$ cat config.mk
export PLATFORM = sky130hd
export DESIGN_NAME = sps_sequencer
export DESIGN_NICKNAME = d
export VERILOG_FILES = /design/src/common/sps_pkg.sv /design/src/sps_sequencer.sv /design/src/sps_tick.sv
export SDC_FILE = /design/constraint.sdc
export NUM_CORES = 1
export LEC_CHECK = 0
export ABC_AREA = 1
export BUFFER_PORTS_ARGS = -buffer_cell sky130_fd_sc_hd__buf_2
export CAP_MARGIN = 40
export CORE_UTILIZATION = 60
export CTS_BUF_LIST = sky130_fd_sc_hd__clkbuf_4
export CTS_CLUSTER_DIAMETER = 50
export DETAILED_ROUTE_END_ITERATION = 8
export HOLD_SLACK_MARGIN = 0.05
export PLACE_DENSITY = 0.82
export SLEW_MARGIN = 30
export SYNTH_ARGS = -nofsm -noshare
export SYNTH_HDL_FRONTEND = slang
export SYNTH_SLANG_ARGS = --single-unit
export TNS_END_PERCENT = 1
$ cat constraint.sdc
create_clock -name clk -period 2.7 [get_ports clk]
set_clock_uncertainty 0.15 [all_clocks]
set_input_delay 0.54 -clock clk [delete_from_list [all_inputs] [get_ports clk]]
set_output_delay 0.54 -clock clk [all_outputs]
set_load 0.01 [all_outputs]
$ cat src/common/sps_pkg.sv
// constants and types of the sensor power save sequencer
// Notes on behaviour
// - sleep interval spaces analog samples
// - switched mode: rail off while sleeping
// - supply setting only on, switched, off
// - on setting keeps rail energized always
// - off setting keeps rail disabled always
// - switched rail on only for warm-up, reading
// - switched mode: rail on for warm-up before sampling
// - low power setting selects slow clock
// - auto power down sleeps unlinked Ethernet
// - link reconnect wakes sleeping Ethernet
// - power-up and setup button briefly wake Ethernet
package sps_pkg;
	// register byte offsets
	localparam logic [7:0] CTRL_OFS = 8'h00;
	localparam logic [7:0] SLEEP_OFS = 8'h04;
	localparam logic [7:0] WARM_OFS = 8'h08;
	localparam logic [7:0] STATUS_OFS = 8'h0C;
	// control field positions
	localparam int CTRL_MODE_LSB = 0;
	localparam int CTRL_LOWPWR_BIT = 2;
	localparam int CTRL_APD_BIT = 3;
	// status field positions
	localparam int STAT_PHASE_LSB = 0;
	localparam int STAT_RAIL_BIT = 2;
	localparam int STAT_SLOW_BIT = 3;
	localparam int STAT_ETHDN_BIT = 4;
	localparam int STAT_PROBE_BIT = 5;
	// times are held in tenths of a second
	localparam int TIME_W = 16;
	localparam logic [15:0] SLEEP_RST = 16'h0000;
	localparam logic [15:0] WARM_RST = 16'h0001;
	localparam int TICK_MS = 100;
	localparam int CLK_PERIOD_NS = 20;
	localparam int TICK_CYCLES_DEF = TICK_MS * 1000000 / CLK_PERIOD_NS;
	localparam int PROBE_MS = 2000;
	localparam logic [15:0] PROBE_TICKS = 16'(PROBE_MS / TICK_MS);
	localparam logic [1:0] AXI_OKAY = 2'h0;
	localparam logic [1:0] AXI_SLVERR = 2'h2;

	typedef enum logic [1:0]
	{
		SUPPLY_ON = 2'b00,
		SUPPLY_SWITCHED = 2'b01,
		SUPPLY_OFF = 2'b10
	} sps_supply_t;

	typedef enum logic [1:0]
	{
		PH_WARM = 2'b00,
		PH_SAMPLE = 2'b01,
		PH_SLEEP = 2'b10
	} sps_phase_t;

	localparam sps_supply_t MODE_RST = SUPPLY_ON;
endpackage : sps_pkg

$ cat src/sps_sequencer.sv
// sensor power save sequencer with AXI4-Lite registers
//
// Our own choices: the address map and the AXI4-Lite slave port.
module sps_sequencer #(
	parameter int unsigned TICK_CYCLES = sps_pkg::TICK_CYCLES_DEF
) (
	input wire logic clk,
	input wire logic rst_n,
	input wire logic [7:0] s_axi_awaddr,
	input wire logic s_axi_awvalid,
	output logic s_axi_awready,
	input wire logic [31:0] s_axi_wdata,
	input wire logic [3:0] s_axi_wstrb,
	input wire logic s_axi_wvalid,
	output logic s_axi_wready,
	output logic [1:0] s_axi_bresp,
	output logic s_axi_bvalid,
	input wire logic s_axi_bready,
	input wire logic [7:0] s_axi_araddr,
	input wire logic s_axi_arvalid,
	output logic s_axi_arready,
	output logic [31:0] s_axi_rdata,
	output logic [1:0] s_axi_rresp,
	output logic s_axi_rvalid,
	input wire logic s_axi_rready,
	input wire logic sampleDone,
	input wire logic linkDetect,
	input wire logic setupButton,
	output logic sampleStart_q,
	output logic sensorRailEn_q,
	output logic slowClkSel_q,
	output logic ethPowerDown_q
);
	localparam int TW = sps_pkg::TIME_W;

	// byte-lane merge of a write into a narrow register
	function automatic logic [15:0] merge16(input logic [15:0] old,
		input logic [31:0] data, input logic [3:0] strb);
		logic [15:0] r;
		r = old;
		if (strb[0])
			r[7:0] = data[7:0];
		if (strb[1])
			r[15:8] = data[15:8];
		return r;
	endfunction : merge16

	// interval counter has reached its limit in ticks
	function automatic logic reached(input logic [15:0] cnt,
		input logic [15:0] lim);
		return cnt >= lim;
	endfunction : reached

	sps_pkg::sps_supply_t mode_q;
	sps_pkg::sps_phase_t phase_q;
	logic lowPower_q;
	logic apdEn_q;
	logic [TW-1:0] sleep_q;
	logic [TW-1:0] warm_q;
	logic [TW-1:0] phaseCnt_q;
	logic [TW-1:0] probeCnt_q;
	logic setupPrev_q;
	logic awHave_q;
	logic wHave_q;
	logic [7:0] awAddr_q;
	logic [31:0] wData_q;
	logic [3:0] wStrb_q;
	logic phaseTick;
	logic freeTick;
	logic phaseChange;
	logic [TW-1:0] warmLim;
	logic doWrite;
	logic probeActive;

	// ---- AXI4-Lite write side
	assign doWrite = awHave_q && wHave_q && !s_axi_bvalid;

	always_ff @(posedge clk)
	begin
		if (!rst_n)
			s_axi_awready <= 1'b0;
		else if (s_axi_awvalid && s_axi_awready)
			s_axi_awready <= 1'b0;
		else if (!awHave_q && !s_axi_bvalid)
			s_axi_awready <= 1'b1;
	end

	always_ff @(posedge clk)
	begin
		if (!rst_n)
			s_axi_wready <= 1'b0;
		else if (s_axi_wvalid && s_axi_wready)
			s_axi_wready <= 1'b0;
		else if (!wHave_q && !s_axi_bvalid)
			s_axi_wready <= 1'b1;
	end

	always_ff @(posedge clk)
	begin
		if (!rst_n)
		begin
			awHave_q <= 1'b0;
			awAddr_q <= 8'h00;
		end
		else if (s_axi_awvalid && s_axi_awready)
		begin
			awHave_q <= 1'b1;
			awAddr_q <= s_axi_awaddr;
		end
		else if (doWrite)
			awHave_q <= 1'b0;
	end

	always_ff @(posedge clk)
	begin
		if (!rst_n)
		begin
			wHave_q <= 1'b0;
			wData_q <= 32'h0000_0000;
			wStrb_q <= 4'h0;
		end
		else if (s_axi_wvalid && s_axi_wready)
		begin
			wHave_q <= 1'b1;
			wData_q <= s_axi_wdata;
			wStrb_q <= s_axi_wstrb;
		end
		else if (doWrite)
			wHave_q <= 1'b0;
	end

	always_ff @(posedge clk)
	begin
		if (!rst_n)
		begin
			s_axi_bvalid <= 1'b0;
			s_axi_bresp <= sps_pkg::AXI_OKAY;
		end
		else if (doWrite)
		begin
			s_axi_bvalid <= 1'b1;
			if (awAddr_q == sps_pkg::CTRL_OFS ||
				awAddr_q == sps_pkg::SLEEP_OFS ||
				awAddr_q == sps_pkg::WARM_OFS ||
				awAddr_q == sps_pkg::STATUS_OFS)
				s_axi_bresp <= sps_pkg::AXI_OKAY;
			else
				s_axi_bresp <= sps_pkg::AXI_SLVERR;
		end
		else if (s_axi_bready)
			s_axi_bvalid <= 1'b0;
	end

	// ---- configuration registers
	always_ff @(posedge clk)
	begin
		if (!rst_n)
		begin
			mode_q <= sps_pkg::MODE_RST;
			lowPower_q <= 1'b0;
			apdEn_q <= 1'b0;
		end
		else if (doWrite && awAddr_q == sps_pkg::CTRL_OFS && wStrb_q[0])
		begin
			// the unused fourth code is dropped, old setting kept
			if (wData_q[sps_pkg::CTRL_MODE_LSB +: 2] != 2'b11)
				mode_q <= sps_pkg::sps_supply_t'(
					wData_q[sps_pkg::CTRL_MODE_LSB +: 2]);
			lowPower_q <= wData_q[sps_pkg::CTRL_LOWPWR_BIT];
			apdEn_q <= wData_q[sps_pkg::CTRL_APD_BIT];
		end
	end

	always_ff @(posedge clk)
	begin
		if (!rst_n)
		begin
			sleep_q <= sps_pkg::SLEEP_RST;
			warm_q <= sps_pkg::WARM_RST;
		end
		else if (doWrite && awAddr_q == sps_pkg::SLEEP_OFS)
			sleep_q <= merge16(sleep_q, wData_q, wStrb_q);
		else if (doWrite && awAddr_q == sps_pkg::WARM_OFS)
			warm_q <= merge16(warm_q, wData_q, wStrb_q);
	end

	// ---- AXI4-Lite read side
	always_ff @(posedge clk)
	begin
		if (!rst_n)
			s_axi_arready <= 1'b0;
		else if (s_axi_arvalid && s_axi_arready)
			s_axi_arready <= 1'b0;
		else if (!s_axi_rvalid)
			s_axi_arready <= 1'b1;
	end

	always_ff @(posedge clk)
	begin
		if (!rst_n)
		begin
			s_axi_rvalid <= 1'b0;
			s_axi_rdata <= 32'h0000_0000;
			s_axi_rresp <= sps_pkg::AXI_OKAY;
		end
		else if (s_axi_arvalid && s_axi_arready)
		begin
			s_axi_rvalid <= 1'b1;
			s_axi_rresp <= sps_pkg::AXI_OKAY;
			s_axi_rdata <= 32'h0000_0000;
			if (s_axi_araddr == sps_pkg::CTRL_OFS)
			begin
				s_axi_rdata[sps_pkg::CTRL_MODE_LSB +: 2] <= mode_q;
				s_axi_rdata[sps_pkg::CTRL_LOWPWR_BIT] <= lowPower_q;
				s_axi_rdata[sps_pkg::CTRL_APD_BIT] <= apdEn_q;
			end
			else if (s_axi_araddr == sps_pkg::SLEEP_OFS)
				s_axi_rdata[TW-1:0] <= sleep_q;
			else if (s_axi_araddr == sps_pkg::WARM_OFS)
				s_axi_rdata[TW-1:0] <= warm_q;
			else if (s_axi_araddr == sps_pkg::STATUS_OFS)
			begin
				s_axi_rdata[sps_pkg::STAT_PHASE_LSB +: 2] <= phase_q;
				s_axi_rdata[sps_pkg::STAT_RAIL_BIT] <= sensorRailEn_q;
				s_axi_rdata[sps_pkg::STAT_SLOW_BIT] <= slowClkSel_q;
				s_axi_rdata[sps_pkg::STAT_ETHDN_BIT] <= ethPowerDown_q;
				s_axi_rdata[sps_pkg::STAT_PROBE_BIT] <= probeActive;
			end
			else
				s_axi_rresp <= sps_pkg::AXI_SLVERR;
		end
		else if (s_axi_rready)
			s_axi_rvalid <= 1'b0;
	end

	// ---- sampling sequence
	// restarting the divider on each phase entry keeps intervals exact
	sps_tick #(.TICK_CYCLES(TICK_CYCLES)) u_phaseTick (
		.clk(clk),
		.rst_n(rst_n),
		.restart(phaseChange),
		.tick_q(phaseTick)
	);

	// warm-up only counts in the switched setting, even when a zero sleep left the rail on
	assign warmLim = (mode_q == sps_pkg::SUPPLY_SWITCHED) ? warm_q : '0;

	always_comb
	begin
		phaseChange = 1'b0;
		case (phase_q)
			sps_pkg::PH_WARM:
				phaseChange = reached(phaseCnt_q, warmLim);
			sps_pkg::PH_SAMPLE:
				phaseChange = sampleDone && !sampleStart_q;
			sps_pkg::PH_SLEEP:
				phaseChange = reached(phaseCnt_q, sleep_q);
			default:
				phaseChange = 1'b1;
		endcase
	end

	always_ff @(posedge clk)
	begin
		if (!rst_n)
			phase_q <= sps_pkg::PH_WARM;
		else if (phaseChange)
		begin
			case (phase_q)
				sps_pkg::PH_WARM:
					phase_q <= sps_pkg::PH_SAMPLE;
				sps_pkg::PH_SAMPLE:
					if (sleep_q == '0)
						phase_q <= sps_pkg::PH_WARM;
					else
						phase_q <= sps_pkg::PH_SLEEP;
				default:
					phase_q <= sps_pkg::PH_WARM;
			endcase
		end
	end

	always_ff @(posedge clk)
	begin
		if (!rst_n || phaseChange)
			phaseCnt_q <= '0;
		else if (phaseTick && phaseCnt_q != '1)
			phaseCnt_q <= phaseCnt_q + TW'(1);
	end

	always_ff @(posedge clk)
	begin
		if (!rst_n)
			sampleStart_q <= 1'b0;
		else
			sampleStart_q <= phaseChange && phase_q == sps_pkg::PH_WARM;
	end

	always_ff @(posedge clk)
	begin
		if (!rst_n)
			sensorRailEn_q <= 1'b0;
		else
			case (mode_q)
				sps_pkg::SUPPLY_ON:
					sensorRailEn_q <= 1'b1;
				sps_pkg::SUPPLY_SWITCHED:
					sensorRailEn_q <= phase_q != sps_pkg::PH_SLEEP;
				default:
					sensorRailEn_q <= 1'b0;
			endcase
	end

	always_ff @(posedge clk)
	begin
		if (!rst_n)
			slowClkSel_q <= 1'b0;
		else
			slowClkSel_q <= lowPower_q;
	end

	// ---- Ethernet auto power down
	sps_tick #(.TICK_CYCLES(TICK_CYCLES)) u_freeTick (
		.clk(clk),
		.rst_n(rst_n),
		.restart(1'b0),
		.tick_q(freeTick)
	);

	assign probeActive = probeCnt_q != '0;

	always_ff @(posedge clk)
	begin
		if (!rst_n)
		begin
			probeCnt_q <= sps_pkg::PROBE_TICKS;
			setupPrev_q <= 1'b0;
		end
		else
		begin
			setupPrev_q <= setupButton;
			if (setupButton && !setupPrev_q)
				probeCnt_q <= sps_pkg::PROBE_TICKS;
			else if (freeTick && probeCnt_q != '0)
				probeCnt_q <= probeCnt_q - TW'(1);
		end
	end

	always_ff @(posedge clk)
	begin
		if (!rst_n)
			ethPowerDown_q <= 1'b0;
		else
			ethPowerDown_q <= apdEn_q && !linkDetect && !probeActive;
	end

	// ---- checks
	a_rail_always_on: assert property (@(posedge clk) disable iff (!rst_n)
		mode_q == sps_pkg::SUPPLY_ON |=> sensorRailEn_q)
		else $error("rail not on under always-on setting");
	a_rail_kept_off: assert property (@(posedge clk) disable iff (!rst_n)
		mode_q == sps_pkg::SUPPLY_OFF |=> !sensorRailEn_q)
		else $error("rail on under off setting");
	a_sleep_rail_off: assert property (@(posedge clk) disable iff (!rst_n)
		mode_q == sps_pkg::SUPPLY_SWITCHED && phase_q == sps_pkg::PH_SLEEP
		|=> !sensorRailEn_q)
		else $error("rail on during switched sleep");
	a_read_rail_on: assert property (@(posedge clk) disable iff (!rst_n)
		mode_q == sps_pkg::SUPPLY_SWITCHED && phase_q != sps_pkg::PH_SLEEP
		|=> sensorRailEn_q)
		else $error("rail off while warming or reading");
	a_warm_first: assert property (@(posedge clk) disable iff (!rst_n)
		// judged by the setting in force when the warm phase ended
		sampleStart_q && $past(mode_q) == sps_pkg::SUPPLY_SWITCHED &&
		$past(warm_q) != '0
		|-> $past(phaseCnt_q) >= $past(warm_q) && sensorRailEn_q)
		else $error("sample started before warm-up elapsed");
	a_sleep_entry: assert property (@(posedge clk) disable iff (!rst_n)
		phase_q == sps_pkg::PH_SAMPLE && phaseChange && sleep_q != '0
		|=> phase_q == sps_pkg::PH_SLEEP ##1 !sampleStart_q)
		else $error("no sleep after sample");
	a_zero_sleep: assert property (@(posedge clk) disable iff (!rst_n)
		phase_q == sps_pkg::PH_SAMPLE && phaseChange && sleep_q == '0
		|=> phase_q == sps_pkg::PH_WARM)
		else $error("zero sleep still slept");
	a_slow_clock: assert property (@(posedge clk) disable iff (!rst_n)
		##1 slowClkSel_q == $past(lowPower_q))
		else $error("slow clock select does not follow setting");
	a_eth_sleeps: assert property (@(posedge clk) disable iff (!rst_n)
		apdEn_q && !linkDetect && probeCnt_q == '0 |=> ethPowerDown_q)
		else $error("unlinked Ethernet not put to sleep");
	a_eth_wakes: assert property (@(posedge clk) disable iff (!rst_n)
		linkDetect |=> !ethPowerDown_q)
		else $error("Ethernet asleep with link present");
	a_eth_probe: assert property (@(posedge clk) disable iff (!rst_n)
		setupButton && !setupPrev_q |=> ##1 !ethPowerDown_q [*2])
		else $error("setup press did not wake Ethernet");
	a_bad_mode: assert property (@(posedge clk) disable iff (!rst_n)
		##1 mode_q != 2'b11)
		else $error("unsupported supply setting stored");

	c_switched_sample: cover property (@(posedge clk) disable iff (!rst_n)
		sampleStart_q && mode_q == sps_pkg::SUPPLY_SWITCHED);
	c_sleep_done: cover property (@(posedge clk) disable iff (!rst_n)
		phase_q == sps_pkg::PH_SLEEP && phaseChange);
	c_eth_down: cover property (@(posedge clk) disable iff (!rst_n)
		$rose(ethPowerDown_q));
	c_setup_probe: cover property (@(posedge clk) disable iff (!rst_n)
		setupButton && !setupPrev_q && apdEn_q);
endmodule : sps_sequencer

$ cat src/sps_tick.sv
// tenth-of-a-second tick divider with restart
module sps_tick #(
	parameter int unsigned TICK_CYCLES = 5000000
) (
	input wire logic clk,
	input wire logic rst_n,
	input wire logic restart,
	output logic tick_q
);
	localparam int CW = $clog2(TICK_CYCLES);
	localparam logic [CW-1:0] LAST = CW'(TICK_CYCLES - 1);

	if (TICK_CYCLES < 2)
	begin : g_chk
		$error("sps_tick: TICK_CYCLES must be at least 2");
	end

	logic [CW-1:0] cnt_q;

	always_ff @(posedge clk)
	begin
		if (!rst_n || restart)
			cnt_q <= '0;
		else if (cnt_q == LAST)
			cnt_q <= '0;
		else
			cnt_q <= cnt_q + CW'(1);
	end

	always_ff @(posedge clk)
	begin
		if (!rst_n || restart)
			tick_q <= 1'b0;
		else
			tick_q <= (cnt_q == LAST);
	end

	a_tick_period: assert property (@(posedge clk) disable iff (!rst_n)
		tick_q |=> !tick_q)
		else $error("tick lasted more than one cycle");
endmodule : sps_tick

==> summary.md, run 1 <==
| Metric | Value |
|---|---|
| Run status | `finished, final reports clean` |
| Sequential cell area | `about 0.0035 mm^2` |
| Final setup viols | `0` |
| Path type of the worst setup path | `register to register` |
| Clock insertion delay at the later pin of the skew report | `about 0.57 ns` |
| Most used DFF post-synth | `dfxtp_1` |
| Overall track demand over capacity in global routing | `0.263` |
| Initial standard-cell utilization of the core | `0.626` |
| Power density over cell area | `roughly 440 mW/mm^2` |
| CP Launch Type | `register` |
| Area fraction of the dominant cell type after synthesis | `0.395` |
| Portion of the post-synthesis area used by sequential elements | `0.395` |
| Nets@finish | `between 1,000 and 1,500` |
| Number of antenna cells inserted | `0` |
| IO buf count | `70` |
| Post-DP HPWL | `14,300 um` |
| Post CTS Setup Buffer Count | `0` |
| Number of global-route vias before repair | `between 7,000 and 8,000` |
| Worst setup slack for register-to-register paths | `a little over 0.2 ns` |
| Capture endpoint of the worst hold path | `wData_q[6]$_SDFFE_PN0P_` |
| Worst setup timing slack at the placement stage | `-0.0233 ns` |
| Total power after layout | `roughly 4.3 mW` |
| Library cell with the largest summed area after synthesis | `dfxtp_1` |
| Number of enable flip-flop cells after synthesis | `0` |
| TritonRoute pass-1 iters | `5` |
| Synth Cell Area | `just under 0.009 mm^2` |
| Top area cells in the synthesized netlist | `dfxtp_1 39%, nand2_1 11%, nor2_1 7.4%` |
| Max Clock Freq | `400 MHz` |
| Min-Delay Path Depth | `3` |
| Fraction of final layout cells with drive strength greater than 1 | `0.117` |
| Data required time at the worst endpoint | `between 3 and 4 ns` |
| Worst reg-to-reg path cell count | `13` |
| Clock buffer depth | `2` |
| Synthesis-stage register bit count | `about 170` |
| Number of DRC violations after detailed-routing iteration 0 | `~510` |
| Least setup slack across all paths after layout | `between 0.2 and 0.25 ns` |
| Yosys warns | `0` |
| Fraction of synthesis flops using an asynchronous set or reset pin | `0` |
| Post-synthesis adder-cell area fraction | `0.0510` |
| Fraction of the core area covered by cells at the end of the flow | `0.683` |
| Simple logic cell fraction of the synthesized area | `0.291` |
| Detail-routed net length per standard cell | `between 10 and 15 um` |
| Layout-stage area growth over the synthesis result | `9.13%` |
| Clk Tree Root Cell | `clkbuf_4` |
| Worst hold slack | `between 0.07 and 0.08 ns` |
| Final weighted congestion in routability-driven placement | `0.900` |
| Endpoint of the lowest-slack register-to-register path | `u_phaseTick.cnt_q[1]$_SDFF_PP0_` |
| Die Span Y | `between 100 and 150 um` |
| Start of the worst register-to-register path | `mode_q[0]$_SDFFE_PN0P_` |
| Core box area | `~0.014 mm^2` |
| TritonCTS clock tree | `done` |
| Critical path peak fanout | `15` |
| GR Overflow Total | `0` |
| Largest net degree at the start of global routing | `about 70` |
| Nature of the critical path endpoint | `register` |
| Fill cell count | `~1,200` |
| Slew at the pin with the worst max-slew slack | `roughly 0.57 ns` |
| Unrepaired setup endpoints after global routing | `yes` |
| Horizontal extent of the die | `between 100 and 150 um` |
| Count of distinct cell types in the synthesized netlist | `45` |
| Leakage power | `between 3 and 4 nW` |
| Overall die area | `roughly 0.015 mm^2` |
| Number of hold-slack violations in the final timing report | `0` |
| Post-Synthesis Cells | `around 1,200` |
| Worst Path Arrival | `between 2 and 3 ns` |
| Max IR drop VDD | `410 uV` |
| Clock sink count | `174` |
| Period utilization | `0.925` |
| Xor/xnor share of the synthesized area | `0.0506` |
| Clock-pin slew of the registers on the worst-case setup and hold paths | `0.14 ns` |
| Num rows | `43` |
| Class of the tightest hold or removal check | `input port to register` |
| First-pass GRT wire length | `around 32,000 um` |
| Antenna violations before repair | `0` |
| H-Tree Depth | `4` |
| Final critical-path required period | `2.50 ns` |
| Share of cell area taken by muxes after synthesis | `0` |
| Detailed-route wire length | `slightly below 20,000 um` |
| Overall via count from detail_route | `approximately 8,000` |
| Combinational family with the most area after synthesis | `simple AND/OR/NAND/NOR gates` |
| Relative slew slack | `0.622` |
| Area of the multi-input gates | `approximately 0.0046 mm^2` |
| Number of DRC violations after detailed routing | `0` |
| IO Pins | `roughly 110` |
| Antenna Violating Nets Remaining | `0` |
| Complex-gate fraction of the synthesized area | `0.115` |
| Mean cell area of the mapped netlist | `between 7 and 8 um^2` |
| Cts bufs inserted | `17` |
| DR vias/cell | `roughly 5.3` |
| Hold Path Origin | `s_axi_wdata[6]` |
| Final max-slew violation count | `0` |
| Number of max-cap violations | `0` |
layout by cell type (no fill, tap or decap), drive strengths merged, types with 2 or more instances in the layout:
master / n
nor3: 26
nand3b: 4
or2: 3
clkinvlp: 3
clkinv: 9
a21o: 2
nor2: 189
o22ai: 11
nand2: 256
nor3b: 6
a31oi: 2
and3: 2
inv: 146
dfxtp: 174
ha: 36
a21oi: 80
buf: 75
nand3: 52
dlygate4sd3: 13
xor2: 35
o31ai: 2
nor4: 9
o211ai: 4
o21ai: 85
conb: 18
nand4: 30
xnor2: 16
clkbuf: 19
area by class of cell:
type                       count  area share
inverter                     144      0.0564
clock buffer                  18      0.0140
clock inverter                14     0.00962
sequential                   174       0.362
tap                          180      0.0234
timing repair buffer          89      0.0546
multi-input combinational    872       0.480
report_power, final:
| part | internal (mW) | switching, mW |
|---|---|---|
| clock | 0.370 | 0.893 |
| combinational | 0.116 | 0.217 |
| sequential | 2.62 | 0.0436 |
| total | 3.11 | 1.15 |
state kept, by name (all words and copies together) (netlist names), 2 cells and up:
register / cells
u_freeTick.cnt_q: 23
warm_q: 16
phaseCnt_q: 16
phase_q: 2
wData_q: 16
awAddr_q: 8
mode_q: 2
u_phaseTick.cnt_q: 23
sleep_q: 16
s_axi_rdata: 16
wStrb_q: 2
probeCnt_q: 16
worst max-delay path: stages, from the launching register on:
cell	delay [ns]
dfxtp_1	0.37
inv_1	0.07
nor2_1	0.09
buf_4	0.20
nand2_1	0.07
ha_1	0.29
nand2_1	0.10
o21bai_1	0.11
nand2_1	0.06
a21oi_1	0.17
nand3_2	0.15
nand2_4	0.17
nand4_2	0.24
nor2_1	0.16
worst max path at each step:
stage                                       from                                to  slack [ns]  cells after the start
after floorplan           mode_q[0]$_SDFFE_PN0P_       phaseCnt_q[11]$_SDFFE_PP0P_        0.24                     15
after global placement    mode_q[0]$_SDFFE_PN0P_  u_phaseTick.cnt_q[15]$_SDFF_PP0_        0.07                     13
after detailed placement  mode_q[0]$_SDFFE_PN0P_   u_phaseTick.cnt_q[8]$_SDFF_PP0_       -0.02                     13
after CTS                 mode_q[0]$_SDFFE_PN0P_        phaseCnt_q[6]$_SDFFE_PP0P_        0.06                     13
after global routing      mode_q[0]$_SDFFE_PN0P_  u_phaseTick.cnt_q[14]$_SDFF_PP0_       -0.02                     13
final                     mode_q[0]$_SDFFE_PN0P_   u_phaseTick.cnt_q[1]$_SDFF_PP0_        0.20                     13
cells in the mapped netlist (6+ instances only):
library cell and count:
clkbuf_1 16, xnor2_1 16, buf_4 24, nand3_1 48, ha_1 36, nor3b_1 6
nand2_1 249, o21ai_0 79, inv_1 138, xor2_1 35, a21oi_1 80, nor2_1 175
o22ai_1 11, buf_2 7, nor2_2 9, nor4_1 9, nand4_1 25, nor3_1 19
dfxtp_1 174
timing repair:
item                                    4_1_cts  5_1_grt
resized for setup                             1        5
hold endpoints to repair                     13        0
gates cloned                                  0        3
pin swaps                                     0        1
hold buffers                                 13        0
endpoints found under the setup margin       23       40
kinds of logic after synthesis:
group / Yosys count
AO/OA/AOI/OAI: 190
XOR/XNOR: 51
adder cells (fa/ha/maj): 36
buffers and inverters: 194
flip-flops: 174
other: 1
AND/OR/NAND/NOR: 574
metal layers:
layer / vias up / global-route usage / part of all wire
li1: 4073 / - / -
met1: 3680 / 0.332 / 0.46
met2: 186 / 0.447 / 0.48
met3: 30 / 0.0637 / 0.050
met4: 0 / 0.0730 / 0.017
met5: - / 0 / 0
per-stage QoR:
step	cell area, um^2	TNS, ns	cells
after floorplan	8890	0	1237
after global placement	9190	0	1442
after detailed placement	9190	-0.164	1442
after CTS	9560	0	1487
after global routing	9630	-0.179	1491
final	9630	0	1491
Power figures use the tool's default switching activity.
==> run 2: changes to the inputs <==
--- a/config.mk
+++ b/config.mk
@@ -13,7 +13,7 @@
 export CTS_CLUSTER_DIAMETER = 50
 export DETAILED_ROUTE_END_ITERATION = 8
 export HOLD_SLACK_MARGIN = 0.05
-export PLACE_DENSITY = 0.82
+export PLACE_DENSITY = 0.81
 export SLEW_MARGIN = 30
 export SYNTH_ARGS = -nofsm -noshare
 export SYNTH_HDL_FRONTEND = slang
==> run 2 against run 1 <==
  * Cell count increased by 0.74%
  * First-iteration DRC count is 16% lower
  * Sequential share of layout area shrank 0.46 points
  * Combinational power is essentially flat
  * Worst setup slack better by 0.051 ns
  * Sequential cell count unchanged
  * Critical endpoint is now u_phaseTick.cnt_q[4]$_SDFF_PP0_
  * Routed wire length shrank 3.6%
  * Maximum frequency grew 2.1%
  * Design area up 1.3%
  * Critical path depth is 1 higher
==> summary.md, run 2 (synthesis gave the netlist of run 1 again) <==
| Metric | Value |
|---|---|
| Clock sink count | `174 (unchanged)` |
| Number of global-route vias before repair | `6,937 (-3.6%)` |
| Overall track demand over capacity in global routing | `0.266 (+0.00310)` |
| Leakage power | `4.07 nW (+2.2%)` |
| Fraction of final layout cells with drive strength greater than 1 | `0.117 (+0.000542)` |
| Number of DRC violations after detailed routing | `0 (unchanged)` |
| H-Tree Depth | `4 (unchanged)` |
| Power density over cell area | `454 mW/mm^2 (+2.5%)` |
| Critical path peak fanout | `23 (+8)` |
| CP Launch Type | `register` |
| Detail-routed net length per standard cell | `12.7 um (-4.3%)` |
| Most numerous cell on the critical path | `nand2_1` |
| Antenna Violating Nets Remaining | `0 (unchanged)` |
| Worst setup timing slack at the placement stage | `0.241 ns (+0.264 ns)` |
| TritonRoute pass-1 iters | `5 (unchanged)` |
| Period utilization | `0.906 (-0.0188)` |
| Number of DRC violations after detailed-routing iteration 0 | `431 (-16%)` |
| Post-DP HPWL | `14,100 um (-1.5%)` |
| Unrepaired setup endpoints after global routing | `no` |
| First-pass GRT wire length | `31,600 um (-0.42%)` |
| Horizontal extent of the die | `123 um (unchanged)` |
| Final critical-path required period | `2.45 ns (-0.0508 ns)` |
| Cts bufs inserted | `17 (unchanged)` |
| Die Span Y | `123 um (unchanged)` |
| Run status | `finished, final reports clean` |
| Final weighted congestion in routability-driven placement | `0.879 (-2.3%)` |
| Number of max-cap violations | `0 (unchanged)` |
| Final setup viols | `0 (unchanged)` |
| Final max-slew violation count | `0 (unchanged)` |
| Max IR drop VDD | `545 uV (+33%)` |
| Number of buffer and inverter stages on the critical path | `3 (+1)` |
| Antenna violations before repair | `0 (unchanged)` |
| Path type of the worst setup path | `register to register` |
| GR Overflow Total | `0 (unchanged)` |
| Worst Path Arrival | `2.81 ns (-0.02 ns)` |
| IO buf count | `70 (unchanged)` |
| Nature of the critical path endpoint | `register` |
| Post CTS Setup Buffer Count | `0 (unchanged)` |
| Detailed-route wire length | `19,100 um (-3.6%)` |
| Max Clock Freq | `409 MHz (+2.1%)` |
| Largest net degree at the start of global routing | `54 (-22%)` |
| Number of antenna cells inserted | `0 (unchanged)` |
| Slew at the pin with the worst max-slew slack | `0.583 ns (+0.0170 ns)` |
| Least setup slack across all paths after layout | `0.254 ns (+0.0508 ns)` |
| Worst path max stage delay | `0.39 ns (+0.02 ns)` |
| Clock insertion delay at the later pin of the skew report | `0.59 ns (+0.02 ns)` |
| Number of hold-slack violations in the final timing report | `0 (unchanged)` |
| Clk Tree Root Cell | `clkbuf_4` |
| Fill cell count | `1,204 (+1.6%)` |
| CP max-delay cell | `dfxtp_1` |
| Num rows | `43 (unchanged)` |
| Sequential cell area | `0.00348 mm^2 (unchanged)` |
| Core box area | `0.0141 mm^2 (unchanged)` |
| Summed negative setup slack over all endpoints | `0 ns (unchanged)` |
| Overall via count from detail_route | `7,768 (-2.5%)` |
| Overall die area | `0.0152 mm^2 (unchanged)` |
| Registers with the highest flip-flop counts | `u_freeTick.cnt_q: 23 flops, u_phaseTick.cnt_q: 23 flops` |
| Relative slew slack | `0.610 (-0.0113)` |
| Data required time at the worst endpoint | `3.06 ns (+0.03 ns)` |
| Class of the tightest hold or removal check | `input port to register` |
| Area of the multi-input gates | `0.00456 mm^2 (-1.5%)` |
| Initial standard-cell utilization of the core | `0.626 (unchanged)` |
| IO Pins | `107 (unchanged)` |
| Category of cells accounting for the largest share of critical-path delay | `simple AND/OR/NAND/NOR gates` |
| Clock buffer depth | `2 (unchanged)` |
| Top library cells by usage in the layout, fill and taps aside | `249 x nand2_1, 175 x nor2_1, 174 x dfxtp_1` |
| DR vias/cell | `5.17 (-3.2%)` |
| Layout-stage area growth over the synthesis result | `10.5%` |
| TritonCTS clock tree | `done` |
| Clock-pin slew of the registers on the worst-case setup and hold paths | `0.15 ns (about the same)` |
| Most common cell after layout, fill and taps aside | `nand2_1` |
| Nets@finish | `1,407 (+0.79%)` |
| Critical path, cell by cell | `inv_1 -> nor2_1 -> buf_4 -> nand2_1 -> ha_1 -> nand2_1 -> o21bai_1 -> nand2_1 -> a21oi_1 -> nand3_1 -> nand2_1 -> nand4_2 -> buf_12 -> nor2_1` |
-- run 2: cell types whose count changed in the layout (fill, tap and decap cells not counted), moves of 2 or more --
| cell | previous run | this run |
|---|---|---|
| nand4_4 | 3 | 1 |
| clkinvlp_4 | 3 | 1 |
| inv_8 | 0 | 2 |
| dlygate4sd3_1 | 13 | 24 |
| clkinv_1 | 4 | 1 |
-- run 2: final cells by class --
| cell class | instances | share of cell area |
|---|---|---|
| multi-input cells | 869 | 0.467 |
| flip-flops and latches | 174 | 0.357 |
| repair buffers | 103 | 0.0691 |
| inverters | 144 | 0.0557 |
| well taps | 180 | 0.0231 |
| clock buffers | 19 | 0.0146 |
| clock inverters | 13 | 0.0131 |
-- run 2: metrics by stage --
step                std cells  power, mW  utilization  cell area [um^2]  hold WS (ns)
finish                   1502       4.42        0.692              9750        0.0926
global route             1502       4.63        0.692              9750        0.0670
CTS                      1501       4.46        0.691              9740        0.0583
detailed placement       1445       3.02        0.655              9230         0.290
global placement         1445       3.01        0.655              9230         0.283
floorplan                1237       2.93            -              8890         0.268
-- run 2: where the power goes --
group	leakage (nW)	switching, mW	internal [mW]
combinational	2.51	0.201	0.129
clock	0.152	0.926	0.499
sequential	1.41	0.0446	2.62
total	4.07	1.17	3.25
-- run 2: path summary, 6_finish.rpt --
check / startpoint / end / slack, ns / cells after the start
min reg2reg: lowPower_q$_SDFFE_PN0P_ / slowClkSel_q$_SDFF_PN0_ / 0.30 / 2
max reg2reg: mode_q[0]$_SDFFE_PN0P_ / u_phaseTick.cnt_q[4]$_SDFF_PP0_ / 0.25 / 14
min: s_axi_awaddr[1] / awAddr_q[1]$_SDFFE_PN0P_ / 0.09 / 3
max: mode_q[0]$_SDFFE_PN0P_ / u_phaseTick.cnt_q[4]$_SDFF_PP0_ / 0.25 / 14
-- run 2: worst min-delay path: cells and delay by family --
family	cells	cell delay [ns]
compound gates	1	0.10
buf+inv	1	0.07
simple gates	1	0.09
-- run 2: what timing repair did --
| action | 4_1_cts | 5_1_grt |
|---|---|---|
| resized for setup | 0 | 2 |
| endpoints found under the hold margin | 24 | 0 |
| endpoints found under the setup margin | 0 | 17 |
| hold buffers | 24 | 0 |
-- run 2: per-layer routing --
metal / track usage / wire length, um / vias up
met3: 0.0604 / 937 / 39
met4: 0.105 / 469 / 0
met5: 0 / 0 / -
met2: 0.443 / 9130 / 189
met1: 0.334 / 8530 / 3453
li1: - / - / 4087
